==> src/inc/tscsm_pkg.sv <==
// Purpose: Shared constants for the timestamp clock synchronisation unit.
// Assumes: 50 MHz system clock, 8-bit register address, 32-bit register data.
// Notes:   Register offsets are byte addresses of aligned 32-bit words.
package tscsm_pkg;

   // Clock and synthesised time base rates.
   localparam int unsigned CLK_HZ       = 50_000_000;
   localparam int unsigned SYN_HZ       = 67_108_864;
   localparam logic [26:0] DDS_STEP     = 27'(SYN_HZ - CLK_HZ);
   localparam logic [26:0] DDS_MOD      = 27'(CLK_HZ);
   localparam int          FRAC_W       = 26;
   localparam logic [27:0] FRAC_ONE     = 28'h4000000;
   localparam logic [25:0] FRAC_HALF    = 26'h2000000;
   // Internal once-per-second pulse stays high for the first 100 ms of a second.
   localparam int unsigned PPS_HIGH_MS  = 100;
   localparam logic [25:0] PPS_HIGH_FRAC = 26'((SYN_HZ / 1000) * PPS_HIGH_MS);
   // Nanoseconds per tick in Q8: 1e9 / 2^26 * 256.
   localparam logic [11:0] NS_PER_TICK_Q8 = 12'hee7;
   localparam int          NS_SHIFT     = 8;

   // Health threshold in nanoseconds after reset.
   localparam int unsigned THRESH_NS    = 596;
   localparam logic [31:0] THRESH_RST   = 32'(THRESH_NS);
   // Pulse window: one second with a tolerance of 1 ms either side.
   localparam int unsigned ONE_SEC_CYC  = CLK_HZ;
   localparam int unsigned TOL_US       = 1000;
   localparam int unsigned TOL_CYC      = (CLK_HZ / 1_000_000) * TOL_US;

   // Register offsets.
   localparam logic [7:0] REG_CTRL      = 8'h00;
   localparam logic [7:0] REG_CMD       = 8'h04;
   localparam logic [7:0] REG_HOST_SEC  = 8'h08;
   localparam logic [7:0] REG_HOST_FRAC = 8'h0c;
   localparam logic [7:0] REG_CORR      = 8'h10;
   localparam logic [7:0] REG_THRESH    = 8'h14;
   localparam logic [7:0] REG_STATUS    = 8'h18;
   localparam logic [7:0] REG_FAILS     = 8'h1c;
   localparam logic [7:0] REG_RESYNCS   = 8'h20;
   localparam logic [7:0] REG_TOTAL     = 8'h24;
   localparam logic [7:0] REG_BAD       = 8'h28;
   localparam logic [7:0] REG_MISSED    = 8'h2c;
   localparam logic [7:0] REG_LONGEST   = 8'h30;
   localparam logic [7:0] REG_TIME_SEC  = 8'h34;
   localparam logic [7:0] REG_TIME_FRAC = 8'h38;
   localparam logic [7:0] REG_PHASE     = 8'h3c;

   // Field positions.
   localparam int CTRL_IN_LSB  = 0;
   localparam int CTRL_OUT_LSB = 4;
   localparam int CMD_SET      = 0;
   localparam int CMD_RESET    = 1;
   localparam int CMD_CLEAR    = 2;

   // Input selector codes.
   typedef enum logic [2:0] {
      IN_NONE = 3'h0, IN_SERIAL = 3'h1, IN_HOST = 3'h2, IN_OVER = 3'h3, IN_AUX = 3'h4
   } tscsm_in_sel_t;

   // Output selector codes.
   typedef enum logic [2:0] {
      OUT_NONE = 3'h0, OUT_REPEAT = 3'h1, OUT_LOOP = 3'h2, OUT_HOST = 3'h3, OUT_MASTER = 3'h4
   } tscsm_out_sel_t;

endpackage

==> src/verilog/tscsm_pulse_in.sv <==
// Purpose: Synchronise an external pulse level and flag its rising edge.
// Assumes: Input is asynchronous to clk_i.
// Notes:   The level moves only once the second and third stages agree.
`timescale 1ns/10ps
module tscsm_pulse_in (
   input  wire logic clk_i,
   input  wire logic arst_n_i,
   input  wire logic pulse_i,
   output logic      level_o,
   output logic      rise_o
);
   import tscsm_pkg::*;

   logic s1_ff;
   logic s2_ff;
   logic s3_ff;

   ////////////////////////////////////////////////////////////////////////////
   // Three-stage synchroniser; the first stage feeds only the second.
   always_ff @(posedge clk_i or negedge arst_n_i) begin
      if (!arst_n_i) begin
         s1_ff <= 1'b0;
         s2_ff <= 1'b0;
         s3_ff <= 1'b0;
      end else begin
         s1_ff <= pulse_i;
         s2_ff <= s1_ff;
         s3_ff <= s2_ff;
      end
   end

   // Agreed level and a one-cycle rising-edge flag.
   always_ff @(posedge clk_i or negedge arst_n_i) begin
      if (!arst_n_i) begin
         level_o <= 1'b0;
         rise_o  <= 1'b0;
      end else begin
         rise_o <= 1'b0;
         if (s2_ff == s3_ff) begin
            level_o <= s3_ff;
            rise_o  <= s3_ff & ~level_o;
         end
      end
   end
endmodule // tscsm_pulse_in

==> src/verilog/tscsm_time_ctr.sv <==
// Purpose: Local time counter advanced by a synthesised tick rate.
// Assumes: Tick rate lies between one and two ticks per system clock.
// Notes:   Fraction counts 2^-26 s; adjustment adds a signed tick offset.
`timescale 1ns/10ps
module tscsm_time_ctr (
   input  wire logic        clk_i,
   input  wire logic        arst_n_i,
   input  wire logic        load_i,
   input  wire logic [31:0] load_sec_i,
   input  wire logic [25:0] load_frac_i,
   input  wire logic        adj_i,
   input  wire logic [27:0] adj_delta_i,
   output logic      [31:0] sec_o,
   output logic      [25:0] frac_o,
   output logic             second_o
);
   import tscsm_pkg::*;

   logic [26:0] acc_ff;
   logic [26:0] acc_sum;
   logic [27:0] ticks;
   logic [27:0] frac_sum;

   ////////////////////////////////////////////////////////////////////////////
   // Phase accumulator makes one or two ticks per clock at the synthesised rate.
   always_comb begin
      acc_sum = acc_ff + DDS_STEP;
      ticks   = (acc_sum >= DDS_MOD) ? 28'h2 : 28'h1;
      frac_sum = {2'b00, frac_o} + ticks + (adj_i ? adj_delta_i : 28'h0);
   end

   always_ff @(posedge clk_i or negedge arst_n_i) begin
      if (!arst_n_i) begin
         acc_ff <= 27'h0;
      end else begin
         acc_ff <= (acc_sum >= DDS_MOD) ? acc_sum - DDS_MOD : acc_sum;
      end
   end

   // Load wins over advance; a carry or borrow moves the seconds.
   always_ff @(posedge clk_i or negedge arst_n_i) begin
      if (!arst_n_i) begin
         sec_o    <= 32'h0;
         frac_o   <= 26'h0;
         second_o <= 1'b0;
      end else if (load_i) begin
         sec_o    <= load_sec_i;
         frac_o   <= load_frac_i;
         second_o <= 1'b0;
      end else if (frac_sum[27]) begin
         sec_o    <= sec_o - 32'h1;
         frac_o   <= frac_sum[25:0];
         second_o <= 1'b0;
      end else if (frac_sum >= FRAC_ONE) begin
         sec_o    <= sec_o + 32'h1;
         frac_o   <= frac_sum[25:0];
         second_o <= 1'b1;
      end else begin
         frac_o   <= frac_sum[25:0];
         second_o <= 1'b0;
      end
   end
endmodule // tscsm_time_ctr

==> src/verilog/tscsm_top.sv <==
// Purpose: Timestamp clock synchronisation unit with input and output selectors.
// Assumes: Host registers on a plain strobe port; read data one cycle later.
// Notes:   Pulse input and output use circuit A of the sync connector.
`timescale 1ns/10ps

// Function
// - Time counter loads host time, then free-runs from the crystal.
// - Accept a pulse-per-second input on the serial differential pin.
// - Drive a sync output other cards can use as reference.
// - Reset selects serial pulse input and disables the sync output.
// - Host-reference input disciplines the counter from host corrections.
// - No-input, host and auxiliary settings exist; host unused; no input free-runs.
// - Repeat setting copies the received pulse onto the sync output.
// - Loop setting drives the selected input onto the sync output.
// - Master setting drives the internal once-per-second pulse out.
// - Host-reference input and master output may run together.
// - Set command overwrites time with host time, selectors kept.
// - Full clock reset reloads host time, serial input, output off.
// - Synced only while phase error within threshold; count failures, resyncs.
// - Count pulses, bad pulses, missed pulses and longest missed run; clearable.
// - Counter advances at 67108864 Hz synthesised from the crystal.
// - Pulse uses circuit A; valid reference pulse locks automatically.
module tscsm_top #(
   parameter int unsigned ONE_SEC = tscsm_pkg::ONE_SEC_CYC,
   parameter int unsigned TOL     = tscsm_pkg::TOL_CYC
) (
   input  wire logic        clk_i,
   input  wire logic        arst_n_i,
   input  wire logic [7:0]  addr_i,
   input  wire logic [31:0] wdata_i,
   input  wire logic        wr_i,
   input  wire logic        rd_i,
   output logic      [31:0] rdata_o,
   input  wire logic        pulse_a_i,
   input  wire logic        aux_pulse_i,
   output logic             sync_a_o,
   output logic             sync_a_oe_o,
   output logic             synced_o
);
   import tscsm_pkg::*;

   tscsm_in_sel_t  in_sel_ff,  nxt_in_sel;
   tscsm_out_sel_t out_sel_ff, nxt_out_sel;
   tscsm_in_sel_t  pend_in_ff;
   tscsm_out_sel_t pend_out_ff;
   logic [31:0] host_sec_ff;
   logic [25:0] host_frac_ff;
   logic [31:0] thresh_ff;
   logic [31:0] fails_ff, resyncs_ff, total_ff, bad_ff, missed_ff;
   logic [31:0] run_ff, longest_ff;
   logic [31:0] phase_ns_ff;
   logic [31:0] since_ff;
   logic        first_ff;
   logic        wr_cmd, cmd_set, cmd_reset, cmd_clear, corr_wr;
   logic        ser_level, ser_rise, aux_level, aux_rise;
   logic [31:0] sec;
   logic [25:0] frac;
   logic        second;
   logic        ref_rise, ref_event, too_early, expired, pps_level, in_level;
   logic [27:0] err, adj_delta;
   logic [37:0] err_ns;

   // Magnitude of a signed tick error converted to nanoseconds.
   function automatic logic [37:0] ticks_to_ns(input logic [27:0] e);
      logic [25:0] mag;
      logic [37:0] prod;
      mag  = e[27] ? 26'(-e) : e[25:0];
      prod = 38'(mag) * 38'(NS_PER_TICK_Q8);
      return prod >> NS_SHIFT;
   endfunction

   ////////////////////////////////////////////////////////////////////////////
   // Input conditioning for the circuit A pulse and the auxiliary pulse.
   tscsm_pulse_in u_ser (
      .clk_i   (clk_i),
      .arst_n_i(arst_n_i),
      .pulse_i (pulse_a_i),
      .level_o (ser_level),
      .rise_o  (ser_rise)
   );

   tscsm_pulse_in u_aux (
      .clk_i   (clk_i),
      .arst_n_i(arst_n_i),
      .pulse_i (aux_pulse_i),
      .level_o (aux_level),
      .rise_o  (aux_rise)
   );

   ////////////////////////////////////////////////////////////////////////////
   // Command decode; commands are one-cycle pulses from a write.
   assign wr_cmd    = wr_i && (addr_i == REG_CMD);
   assign cmd_set   = wr_cmd && wdata_i[CMD_SET];
   assign cmd_reset = wr_cmd && wdata_i[CMD_RESET];
   assign cmd_clear = wr_cmd && wdata_i[CMD_CLEAR];
   assign corr_wr   = wr_i && (addr_i == REG_CORR) && (in_sel_ff == IN_OVER);

   // Phase error is the signed distance of the counter from the second edge.
   assign err = (frac >= FRAC_HALF) ? ({2'b00, frac} - FRAC_ONE) : {2'b00, frac};

   // Reference edge from the chosen source; none and host settings give none.
   always_comb begin
      case (in_sel_ff)
         IN_SERIAL: ref_rise = ser_rise;
         IN_AUX:    ref_rise = aux_rise;
         default:   ref_rise = 1'b0;
      endcase
   end

   assign too_early = !first_ff && (since_ff < 32'(ONE_SEC - TOL));
   assign expired   = (in_sel_ff == IN_SERIAL || in_sel_ff == IN_AUX)
                      && (since_ff >= 32'(ONE_SEC + TOL));
   assign ref_event = ref_rise && !too_early;
   // Pulse correction pulls the fraction to zero; host correction adds its offset.
   assign adj_delta = corr_wr ? wdata_i[27:0] : 28'(-err);
   assign err_ns    = corr_wr ? ticks_to_ns(wdata_i[27:0]) : ticks_to_ns(err);

   ////////////////////////////////////////////////////////////////////////////
   // Local time counter.
   tscsm_time_ctr u_ctr (
      .clk_i      (clk_i),
      .arst_n_i   (arst_n_i),
      .load_i     (cmd_set || cmd_reset),
      .load_sec_i (host_sec_ff),
      .load_frac_i(host_frac_ff),
      .adj_i      (ref_event || corr_wr),
      .adj_delta_i(adj_delta),
      .sec_o      (sec),
      .frac_o     (frac),
      .second_o   (second)
   );

   ////////////////////////////////////////////////////////////////////////////
   // Host time staging, threshold and pending selectors.
   always_ff @(posedge clk_i or negedge arst_n_i) begin
      if (!arst_n_i) begin
         host_sec_ff  <= 32'h0;
         host_frac_ff <= 26'h0;
         thresh_ff    <= THRESH_RST;
      end else if (wr_i) begin
         if (addr_i == REG_HOST_SEC) host_sec_ff <= wdata_i;
         if (addr_i == REG_HOST_FRAC) host_frac_ff <= wdata_i[25:0];
         if (addr_i == REG_THRESH) thresh_ff <= wdata_i;
      end
   end

   // Selector writes wait for the second edge so no partial pulse goes out.
   always_comb begin
      nxt_in_sel  = in_sel_ff;
      nxt_out_sel = out_sel_ff;
      if (cmd_reset) begin
         nxt_in_sel  = IN_SERIAL;
         nxt_out_sel = OUT_NONE;
      end else if (second) begin
         nxt_in_sel  = pend_in_ff;
         nxt_out_sel = pend_out_ff;
      end
   end

   always_ff @(posedge clk_i or negedge arst_n_i) begin
      if (!arst_n_i) begin
         pend_in_ff  <= IN_SERIAL;
         pend_out_ff <= OUT_NONE;
         in_sel_ff   <= IN_SERIAL;
         out_sel_ff  <= OUT_NONE;
      end else begin
         in_sel_ff  <= nxt_in_sel;
         out_sel_ff <= nxt_out_sel;
         if (cmd_reset) begin
            pend_in_ff  <= IN_SERIAL;
            pend_out_ff <= OUT_NONE;
         end else if (wr_i && addr_i == REG_CTRL) begin
            // Selectors are independent, so host input and master output coexist.
            pend_in_ff  <= tscsm_in_sel_t'(wdata_i[CTRL_IN_LSB +: 3]);
            pend_out_ff <= tscsm_out_sel_t'(wdata_i[CTRL_OUT_LSB +: 3]);
         end
      end
   end

   ////////////////////////////////////////////////////////////////////////////
   // Pulse window timing and missed-pulse accounting.
   always_ff @(posedge clk_i or negedge arst_n_i) begin
      if (!arst_n_i) begin
         since_ff <= 32'h0;
         first_ff <= 1'b1;
      end else if (nxt_in_sel != in_sel_ff || ref_event) begin
         since_ff <= 32'h0;
         first_ff <= !ref_event;
      end else if (expired) begin
         since_ff <= 32'(TOL); // Next miss is one second later.
      end else begin
         since_ff <= since_ff + 32'h1;
      end
   end

   // Statistics; an increment in the clearing cycle survives: counters restart at one, longest_ff at run_ff + 1.
   always_ff @(posedge clk_i or negedge arst_n_i) begin
      if (!arst_n_i) begin
         total_ff   <= 32'h0;
         bad_ff     <= 32'h0;
         missed_ff  <= 32'h0;
         run_ff     <= 32'h0;
         longest_ff <= 32'h0;
      end else begin
         total_ff  <= (cmd_clear ? 32'h0 : total_ff) + 32'(ref_rise || corr_wr);
         bad_ff    <= (cmd_clear ? 32'h0 : bad_ff) + 32'(ref_rise && too_early);
         missed_ff <= (cmd_clear ? 32'h0 : missed_ff) + 32'(expired);
         if (ref_event) begin
            run_ff <= 32'h0;
         end else if (expired) begin
            run_ff <= run_ff + 32'h1;
         end
         if (expired && (cmd_clear || run_ff + 32'h1 > longest_ff)) begin
            longest_ff <= run_ff + 32'h1;
         end else if (cmd_clear) begin
            longest_ff <= 32'h0;
         end
      end
   end

   ////////////////////////////////////////////////////////////////////////////
   // Lock health: synced only while error stays within the threshold.
   always_ff @(posedge clk_i or negedge arst_n_i) begin
      if (!arst_n_i) begin
         synced_o    <= 1'b0;
         fails_ff    <= 32'h0;
         resyncs_ff  <= 32'h0;
         phase_ns_ff <= 32'h0;
      end else begin
         if (cmd_clear) begin
            fails_ff   <= 32'h0;
            resyncs_ff <= 32'h0;
         end
         if (ref_event || corr_wr) begin
            phase_ns_ff <= err_ns[31:0];
            if (err_ns > 38'(thresh_ff)) begin
               synced_o <= 1'b0;
               fails_ff <= (cmd_clear ? 32'h0 : fails_ff) + 32'h1;
            end else begin
               synced_o <= 1'b1;
               if (!synced_o) begin
                  resyncs_ff <= (cmd_clear ? 32'h0 : resyncs_ff) + 32'h1;
               end
            end
         end else if (expired || in_sel_ff == IN_NONE || in_sel_ff == IN_HOST) begin
            synced_o <= 1'b0;
         end
      end
   end

   ////////////////////////////////////////////////////////////////////////////
   // Sync output selection, registered straight onto the pins.
   assign pps_level = (frac < PPS_HIGH_FRAC);

   always_comb begin
      case (in_sel_ff)
         IN_SERIAL: in_level = ser_level;
         IN_AUX:    in_level = aux_level;
         IN_OVER:   in_level = pps_level;
         default:   in_level = 1'b0;
      endcase
   end

   always_ff @(posedge clk_i or negedge arst_n_i) begin
      if (!arst_n_i) begin
         sync_a_o    <= 1'b0;
         sync_a_oe_o <= 1'b0;
      end else begin
         case (out_sel_ff)
            OUT_REPEAT: begin
               sync_a_o    <= ser_level;
               sync_a_oe_o <= 1'b1;
            end
            OUT_LOOP: begin
               sync_a_o    <= in_level;
               sync_a_oe_o <= 1'b1;
            end
            OUT_MASTER: begin
               sync_a_o    <= pps_level;
               sync_a_oe_o <= 1'b1;
            end
            default: begin
               sync_a_o    <= 1'b0; // Host-driven setting is unused; treated as none.
               sync_a_oe_o <= 1'b0;
            end
         endcase
      end
   end

   ////////////////////////////////////////////////////////////////////////////
   // Register read port; data stands only in the cycle after the strobe.
   always_ff @(posedge clk_i or negedge arst_n_i) begin
      if (!arst_n_i) begin
         rdata_o <= 32'h0;
      end else if (!rd_i) begin
         rdata_o <= 32'h0;
      end else begin
         case (addr_i)
            REG_CTRL:      rdata_o <= {25'h0, pend_out_ff, 1'b0, pend_in_ff};
            REG_HOST_SEC:  rdata_o <= host_sec_ff;
            REG_HOST_FRAC: rdata_o <= {6'h0, host_frac_ff};
            REG_THRESH:    rdata_o <= thresh_ff;
            REG_STATUS:    rdata_o <= {24'h0, out_sel_ff, in_sel_ff, 1'b0, synced_o};
            REG_FAILS:     rdata_o <= fails_ff;
            REG_RESYNCS:   rdata_o <= resyncs_ff;
            REG_TOTAL:     rdata_o <= total_ff;
            REG_BAD:       rdata_o <= bad_ff;
            REG_MISSED:    rdata_o <= missed_ff;
            REG_LONGEST:   rdata_o <= longest_ff;
            REG_TIME_SEC:  rdata_o <= sec;
            REG_TIME_FRAC: rdata_o <= {6'h0, frac};
            REG_PHASE:     rdata_o <= phase_ns_ff;
            default:       rdata_o <= 32'h0;
         endcase
      end
   end
endmodule // tscsm_top

==> config.mk <==
export PLATFORM = sky130hd
export DESIGN_NAME = tscsm_top
export DESIGN_NICKNAME = d
export VERILOG_FILES = /design/src/inc/tscsm_pkg.sv /design/src/verilog/tscsm_pulse_in.sv /design/src/verilog/tscsm_time_ctr.sv /design/src/verilog/tscsm_top.sv
export SDC_FILE = /design/constraint.sdc
export NUM_CORES = 2
export LEC_CHECK = 0
export ABC_AREA = 0
export BUFFER_PORTS_ARGS = -buffer_cell sky130_fd_sc_hd__buf_4
export CAP_MARGIN = 20
export CORE_MARGIN = 2
export CORE_UTILIZATION = 45
export CTS_CLUSTER_DIAMETER = 120
export DETAILED_ROUTE_END_ITERATION = 16
export PLACE_DENSITY_LB_ADDON = 0.25
export SLEW_MARGIN = 10
export SYNTH_ARGS = -nofsm -noshare
export SYNTH_HDL_FRONTEND = slang
export SYNTH_SLANG_ARGS = --single-unit
==> constraint.sdc <==
create_clock -name clk_i -period 12.85 [get_ports clk_i]
set_input_delay 0 -clock clk_i [delete_from_list [all_inputs] [get_ports clk_i]]
set_output_delay 0 -clock clk_i [all_outputs]
set_load 0.005 [all_outputs]
Word-level counts from Yosys, hierarchy flattened
Index checks and enable logic that the tools add are counted.
Storage, ports and cells
  bits in writable memories: 0
  register bits: 522
  latch bits: 0
  memories kept: 0
  ROM bits: 0
  output and inout bits: 35
Operators by class
  add/subtract/negate cells: 16
  equal/unequal tests: 25
  shift-type cells: 0
  divide/modulo/power cells: 0
  $mul: 2
  multiplexer cells: 50
  bitwise gates (word level): 4
  magnitude comparators: 8
  reductions and logical operators: 35
Operators with widths (count)
  $mux 32: 20
  $pmux 32 s14: 1
  $add 32x1->32 const B: 5
  $add 32x1->32: 3
  $mux 28: 3
  $mux 26: 3
  $mul 26x12->38 const B: 2
  $eq 8x6->1 const B: 8
  $eq 8x5->1 const B: 4
  $ge 32x26->1 const B: 1
  $gt 30x32->1: 1
  $gt 32x32->1: 1
  $lt 32x26->1 const B: 1
  $sub 32x1->32 const B: 1
  $mux 30: 1
  $add 26x28->28: 1
  $add 28x28->28: 1
  $ge 28x27->1 const B: 1
  $neg 28->28: 1
  $sub 26x27->28 const B: 1
  $add 27x25->27 const B: 1
  $ge 27x26->1 const B: 1
  $mux 27: 1
  $sub 27x26->27 const B: 1
  26 further kinds: 76

Longest topological paths before layout
  word-level depth: 11
  mapped depth: 42

Cells and area by module
Synthesis repeated with hierarchy kept, for this count alone.
Unflattened totals
  cells, all modules: 4760
  area total of the unflattened synthesis: 44554.0 sq um
Modules (own cells, without submodules)
  tscsm_top: area an instance 36876.6 sq um, instances 1, cells an instance 3872
  tscsm_time_ctr: area an instance 7384.6 sq um, instances 1, cells an instance 874
  tscsm_pulse_in: area an instance 146.4 sq um, instances 2, cells an instance 7

Least setup slack after synthesis
OpenSTA, ideal clock, no wires.
  path type: reg2reg
  from: register u_ctr.frac_o[0]
  to: register resyncs_ff[21]
  data required time: 12.730 ns
  setup time: 0.120 ns
  data arrival time: 10.086 ns
  stages on the path, launching flop included: 41
  slack: 2.644 ns
  cells stage by stage: dfrtp_1 -> inv_1 -> ha_1 -> nand2_1 -> or3_4 -> or4_4 -> or3_1 -> or3_1 -> or3_1 -> or3_4 -> nand2_2 -> xor2_1 -> fa_1 -> inv_1 -> fa_1 -> inv_1 -> fa_1 -> fa_1 -> [... 5 more ...] -> o211ai_1 -> nand2_1 -> a31o_2 -> a21oi_1 -> xor2_1 -> o21ai_0 -> ha_1 -> nand4_1 -> or3_1 -> nor2_1 -> nand4_1 -> o2111ai_1 -> o21ai_0 -> nor3b_2 -> and3_1 -> clkbuf_1 -> a31oi_1 -> a41o_1
Between the ends
  longest elaborated chain between the ends: 9
  elaborated cells on any way between the ends: 10
RTL lines
  start, declared: line tscsm_time_ctr.sv:14  | output logic [25:0] frac_o,
  start signal, assigned: line tscsm_time_ctr.sv:48  | frac_o <= load_frac_i;
  start signal, assigned: line tscsm_time_ctr.sv:52  | frac_o <= frac_sum[25:0];
  start signal, assigned: line tscsm_time_ctr.sv:56  | frac_o <= frac_sum[25:0];
  $sub 26x27->28 / $ge 26x26->1 (equally long branches): line tscsm_top.sv:99  | assign err = (frac >= FRAC_HALF) ? ({2'b00, frac} - FRAC_ONE) : {2'b00, frac};
  $mux 28 (*): line tscsm_top.sv:99
  $neg 28->28: line tscsm_top.sv:67  | mag = e[27] ? 26'(-e) : e[25:0];
  $mux 26 (*): line tscsm_top.sv:67
  $mul 26x12->38 (*): line tscsm_top.sv:68  | prod = 38'(mag) * 38'(NS_PER_TICK_Q8);
  $mux 30 (*): line tscsm_top.sv:116  | assign err_ns = corr_wr ? ticks_to_ns(wdata_i[27:0]) : ticks_to_ns(err);
  named net err_ns[27]: line tscsm_top.sv:61  | logic [37:0] err_ns;
  $gt 30x32->1 (*): line tscsm_top.sv:236  | if (err_ns > 38'(thresh_ff)) begin
  $mux 32 (*): line tscsm_top.sv:236
  $mux 32 (*): line tscsm_top.sv:234  | if (ref_event || corr_wr) begin
  end signal, assigned: line tscsm_top.sv:242  | resyncs_ff <= (cmd_clear ? 32'h0 : resyncs_ff) + 32'h1;
  end, declared: line tscsm_top.sv:49  | logic [31:0] fails_ff, resyncs_ff, total_ff, bad_ff, missed_ff;
Mark *: on every way through the listed nets, which the timed path passes. The rest lies on a longest branch.
A chain may end at the register's enable or synchronous reset.

Final worst setup path
  from: register u_ctr.frac_o[0]
  to: register resyncs_ff[26]
The elaborated chain is that of the path after synthesis.

==> out/metrics.yaml <==
clockRootBuffer: "clkbuf_16"
fp-row-count: 113
yosys_warnings: 0
synth_edf_count: 0
vias_per_cell: 5.75
synth_flop_cell: "dfrtp_1"
antenna_cells: 0
syn2layout_area_growth_pct: 10.1
final_cells: 5954
status: "finished clean"
worstMarginPinSlew_ps: 1160
track_usage_pct: 26.6
crit_path_top_delay_cell: "fa_1"
hold_path_class: "in -> async"
timing.rr.end: "resyncs_ff[26]"
fp.dieH_um: 315
rr_worst_depth: 39
design_area_um2: 47800
arrival_ps: 12400
crit_path_max_fanout: 14
dr.max_layer_used: "met5"
synth-compound-area-share_pct: 13.6
grt_max_degree: 146
boundaryPins: 81
layout_commonest_cell: "dfrtp_1"
ant_nets: 0
required_ps: 13350
r2r-start: "u_ctr.frac_o[0]"
slew_viol_final: 0
ys_ff_latch: 513
clk_pin_slew_worst_paths_ps: 70
syn_inst: 4600
criticalPathCategory: "reg -> reg"
synth_nets: 5306
wl_per_cell_um: 22.0
place_area_um2: 45300
numCtsBuffers: 57
final_critical_path_setup_slack_ps: 948
synth-xor-area-share_pct: 8.53
slew_headroom_pct: 22.3
dieArea_um2: 99000
post-cts-setup-buffer-count: 0
post-route-period-util_pct: 92.6
drive_gt1_share_pct: 8.96
final.setup.tns_ps: 0
r2r_slack_ps: 950
rsz0062_at_grt: "false"
dp_hpwl_um: 101000
min_period_ps: 11900
finalClockSkew_ps: 28.9
startpoint_type: "flip-flop"
vias: 34238
routed-wl-met2_um: 56200
max_cap_violations: 0
drtPass1Iterations: 9
start_util_pct: 45.6
yosysSeqAreaShare_pct: 29.6
met3_length_um: 9540
dp_cells: 5805
crit_start: "u_ctr.frac_o[0]"
max_freq_mhz: 84.0
grt-ovfl-total: 0
gp_congestion: 0.959
place_ws_ps: 880
async_flop_share_pct: 100
slowest_delay_ps: 540
drc: 0
synth_area_um2: 43400
synthSimpleGateAreaFrac_pct: 14.2
clkLatencyLatePin_ps: 660
postSynthAreaPerCell_um2: 9.44
antenna_found_initial: 4
dieWidth_um: 315
cp-end-kind: "flip-flop"
finalHoldViolCount: 0
portBuffers: 80
synth_top_family_by_area: "adder cells"
clockBufferDepth: 3
synth_mux_area_share_pct: 4.42
wl_met1_um: 61000
grt_pass1_vias: 33354
synth_cell_type_count: 89
synth_fa_ha_area_share_pct: 23.8
dr.first_iter.drc_count: 2962
grt_first_pass_wirelength_um: 203000
layout_common_cells: "506 x dfrtp_1, 498 x inv_1, 389 x ha_1"
fin_nets: 5347
coreArea_um2: 95300
cts_sinks: 513
cts_tree: "yes"
setup_viol: 0
wl_um: 131000
htreeDepth: 2
-- how the worst max path moves through the flow --
stage                          end  slack (ps)  cells after the start
global route        resyncs_ff[26]         230                     39
detailed placement  resyncs_ff[26]         880                     39
global placement    resyncs_ff[30]        1230                     39
floorplan           resyncs_ff[21]        2640                     40
CTS                 resyncs_ff[22]         820                     39
finish              resyncs_ff[26]         950                     39
-- per-layer routing --
layer | vias up | track usage, %
li1 | 15942 | -
met4 | 2 | 8.21
met1 | 16912 | 39.4
met3 | 211 | 5.06
met5 | - | 0
met2 | 1171 | 39.2
-- through the flow --
step | hold slack [ps] | utilization [%]
finish | 1.82 | 50.2
CTS | 32.2 | 50.1
global route | 102 | 50.2
detailed placement | 110 | 47.5
floorplan | -296 | -
global placement | 110 | 47.5
-- sequential cells by signal, summed over array words and instances, names as in the netlist, 3 cells and up --
register,cells
phase_ns_ff,30
bad_ff,32
longest_ff,32
out_sel_ff,3
run_ff,32
u_ctr.sec_o,32
u_ctr.frac_o,26
fails_ff,32
total_ff,32
u_ctr.acc_ff,20
resyncs_ff,32
pend_out_ff,3
in_sel_ff,3
missed_ff,32
host_frac_ff,26
thresh_ff,32
rdata_o,32
since_ff,32
host_sec_ff,32
pend_in_ff,3
-- cell families after synthesis --
kind of cell / after synthesis
buffers and inverters: 677
muxes: 176
adders and majority gates: 662
AOI/OAI and AO/OA: 870
DFF: 513
and+or+nand+nor: 1280
xor gates and xnor gates: 422
-- worst max-delay path: cells and delay by family (launching register included) --
kind | cells | cell delay [ps]
buffers and inverters | 4 | 420
AND/OR/NAND/NOR | 17 | 5220
AO/OA/AOI/OAI | 9 | 2140
flip-flops | 1 | 470
XOR/XNOR | 2 | 690
adder cells (fa/ha/maj) | 7 | 2800
-- area by class of cell --
class                           instances  area, µm²
Fill cell                            8986      47500
Multi-Input combinational cell       3410      28100
Sequential cell                       513      12800
Inverter                              499       1870
Clock buffer                           81       1650
Tap cell                             1265       1580
Timing Repair Buffer                  160       1350
Clock inverter                         26        408
-- cells in the mapped netlist (17+ instances only) --
cell type,count,area (µm²)
dfrtp_1,506,12700
inv_1,498,1870
ha_1,389,4870
nor2_1,389,1460
nand2_1,342,1280
fa_1,271,5430
xnor2_1,225,1970
a21oi_1,196,981
xor2_1,196,1720
o21ai_0,171,856
clkbuf_1,149,559
mux2_2,127,1430
nand3_1,94,470
a221oi_1,91,797
a22o_1,80,701
a21o_1,66,495
nor3_1,64,320
nand4_1,58,363
and3_1,56,350
or3_1,56,350
mux2i_1,49,490
a31oi_1,48,300
nor2b_1,44,275
and2_1,39,244
a22oi_1,31,233
nand2b_1,31,194
buf_1,22,82.6
or2_2,21,131
o211ai_1,20,150
o21a_1,18,135
and4_1,17,149
o31ai_1,17,128
-- timing repair --
action                                 4_1_cts  5_1_grt
hold buffers                                39        1
endpoints found under the hold margin      242        2
gates resized for setup                      0        1
setup endpoints to repair                    0        3
Power is left out: the tool's default activity adds up to more than one toggle a clock period on the data nets, which glitch-free logic cannot reach.
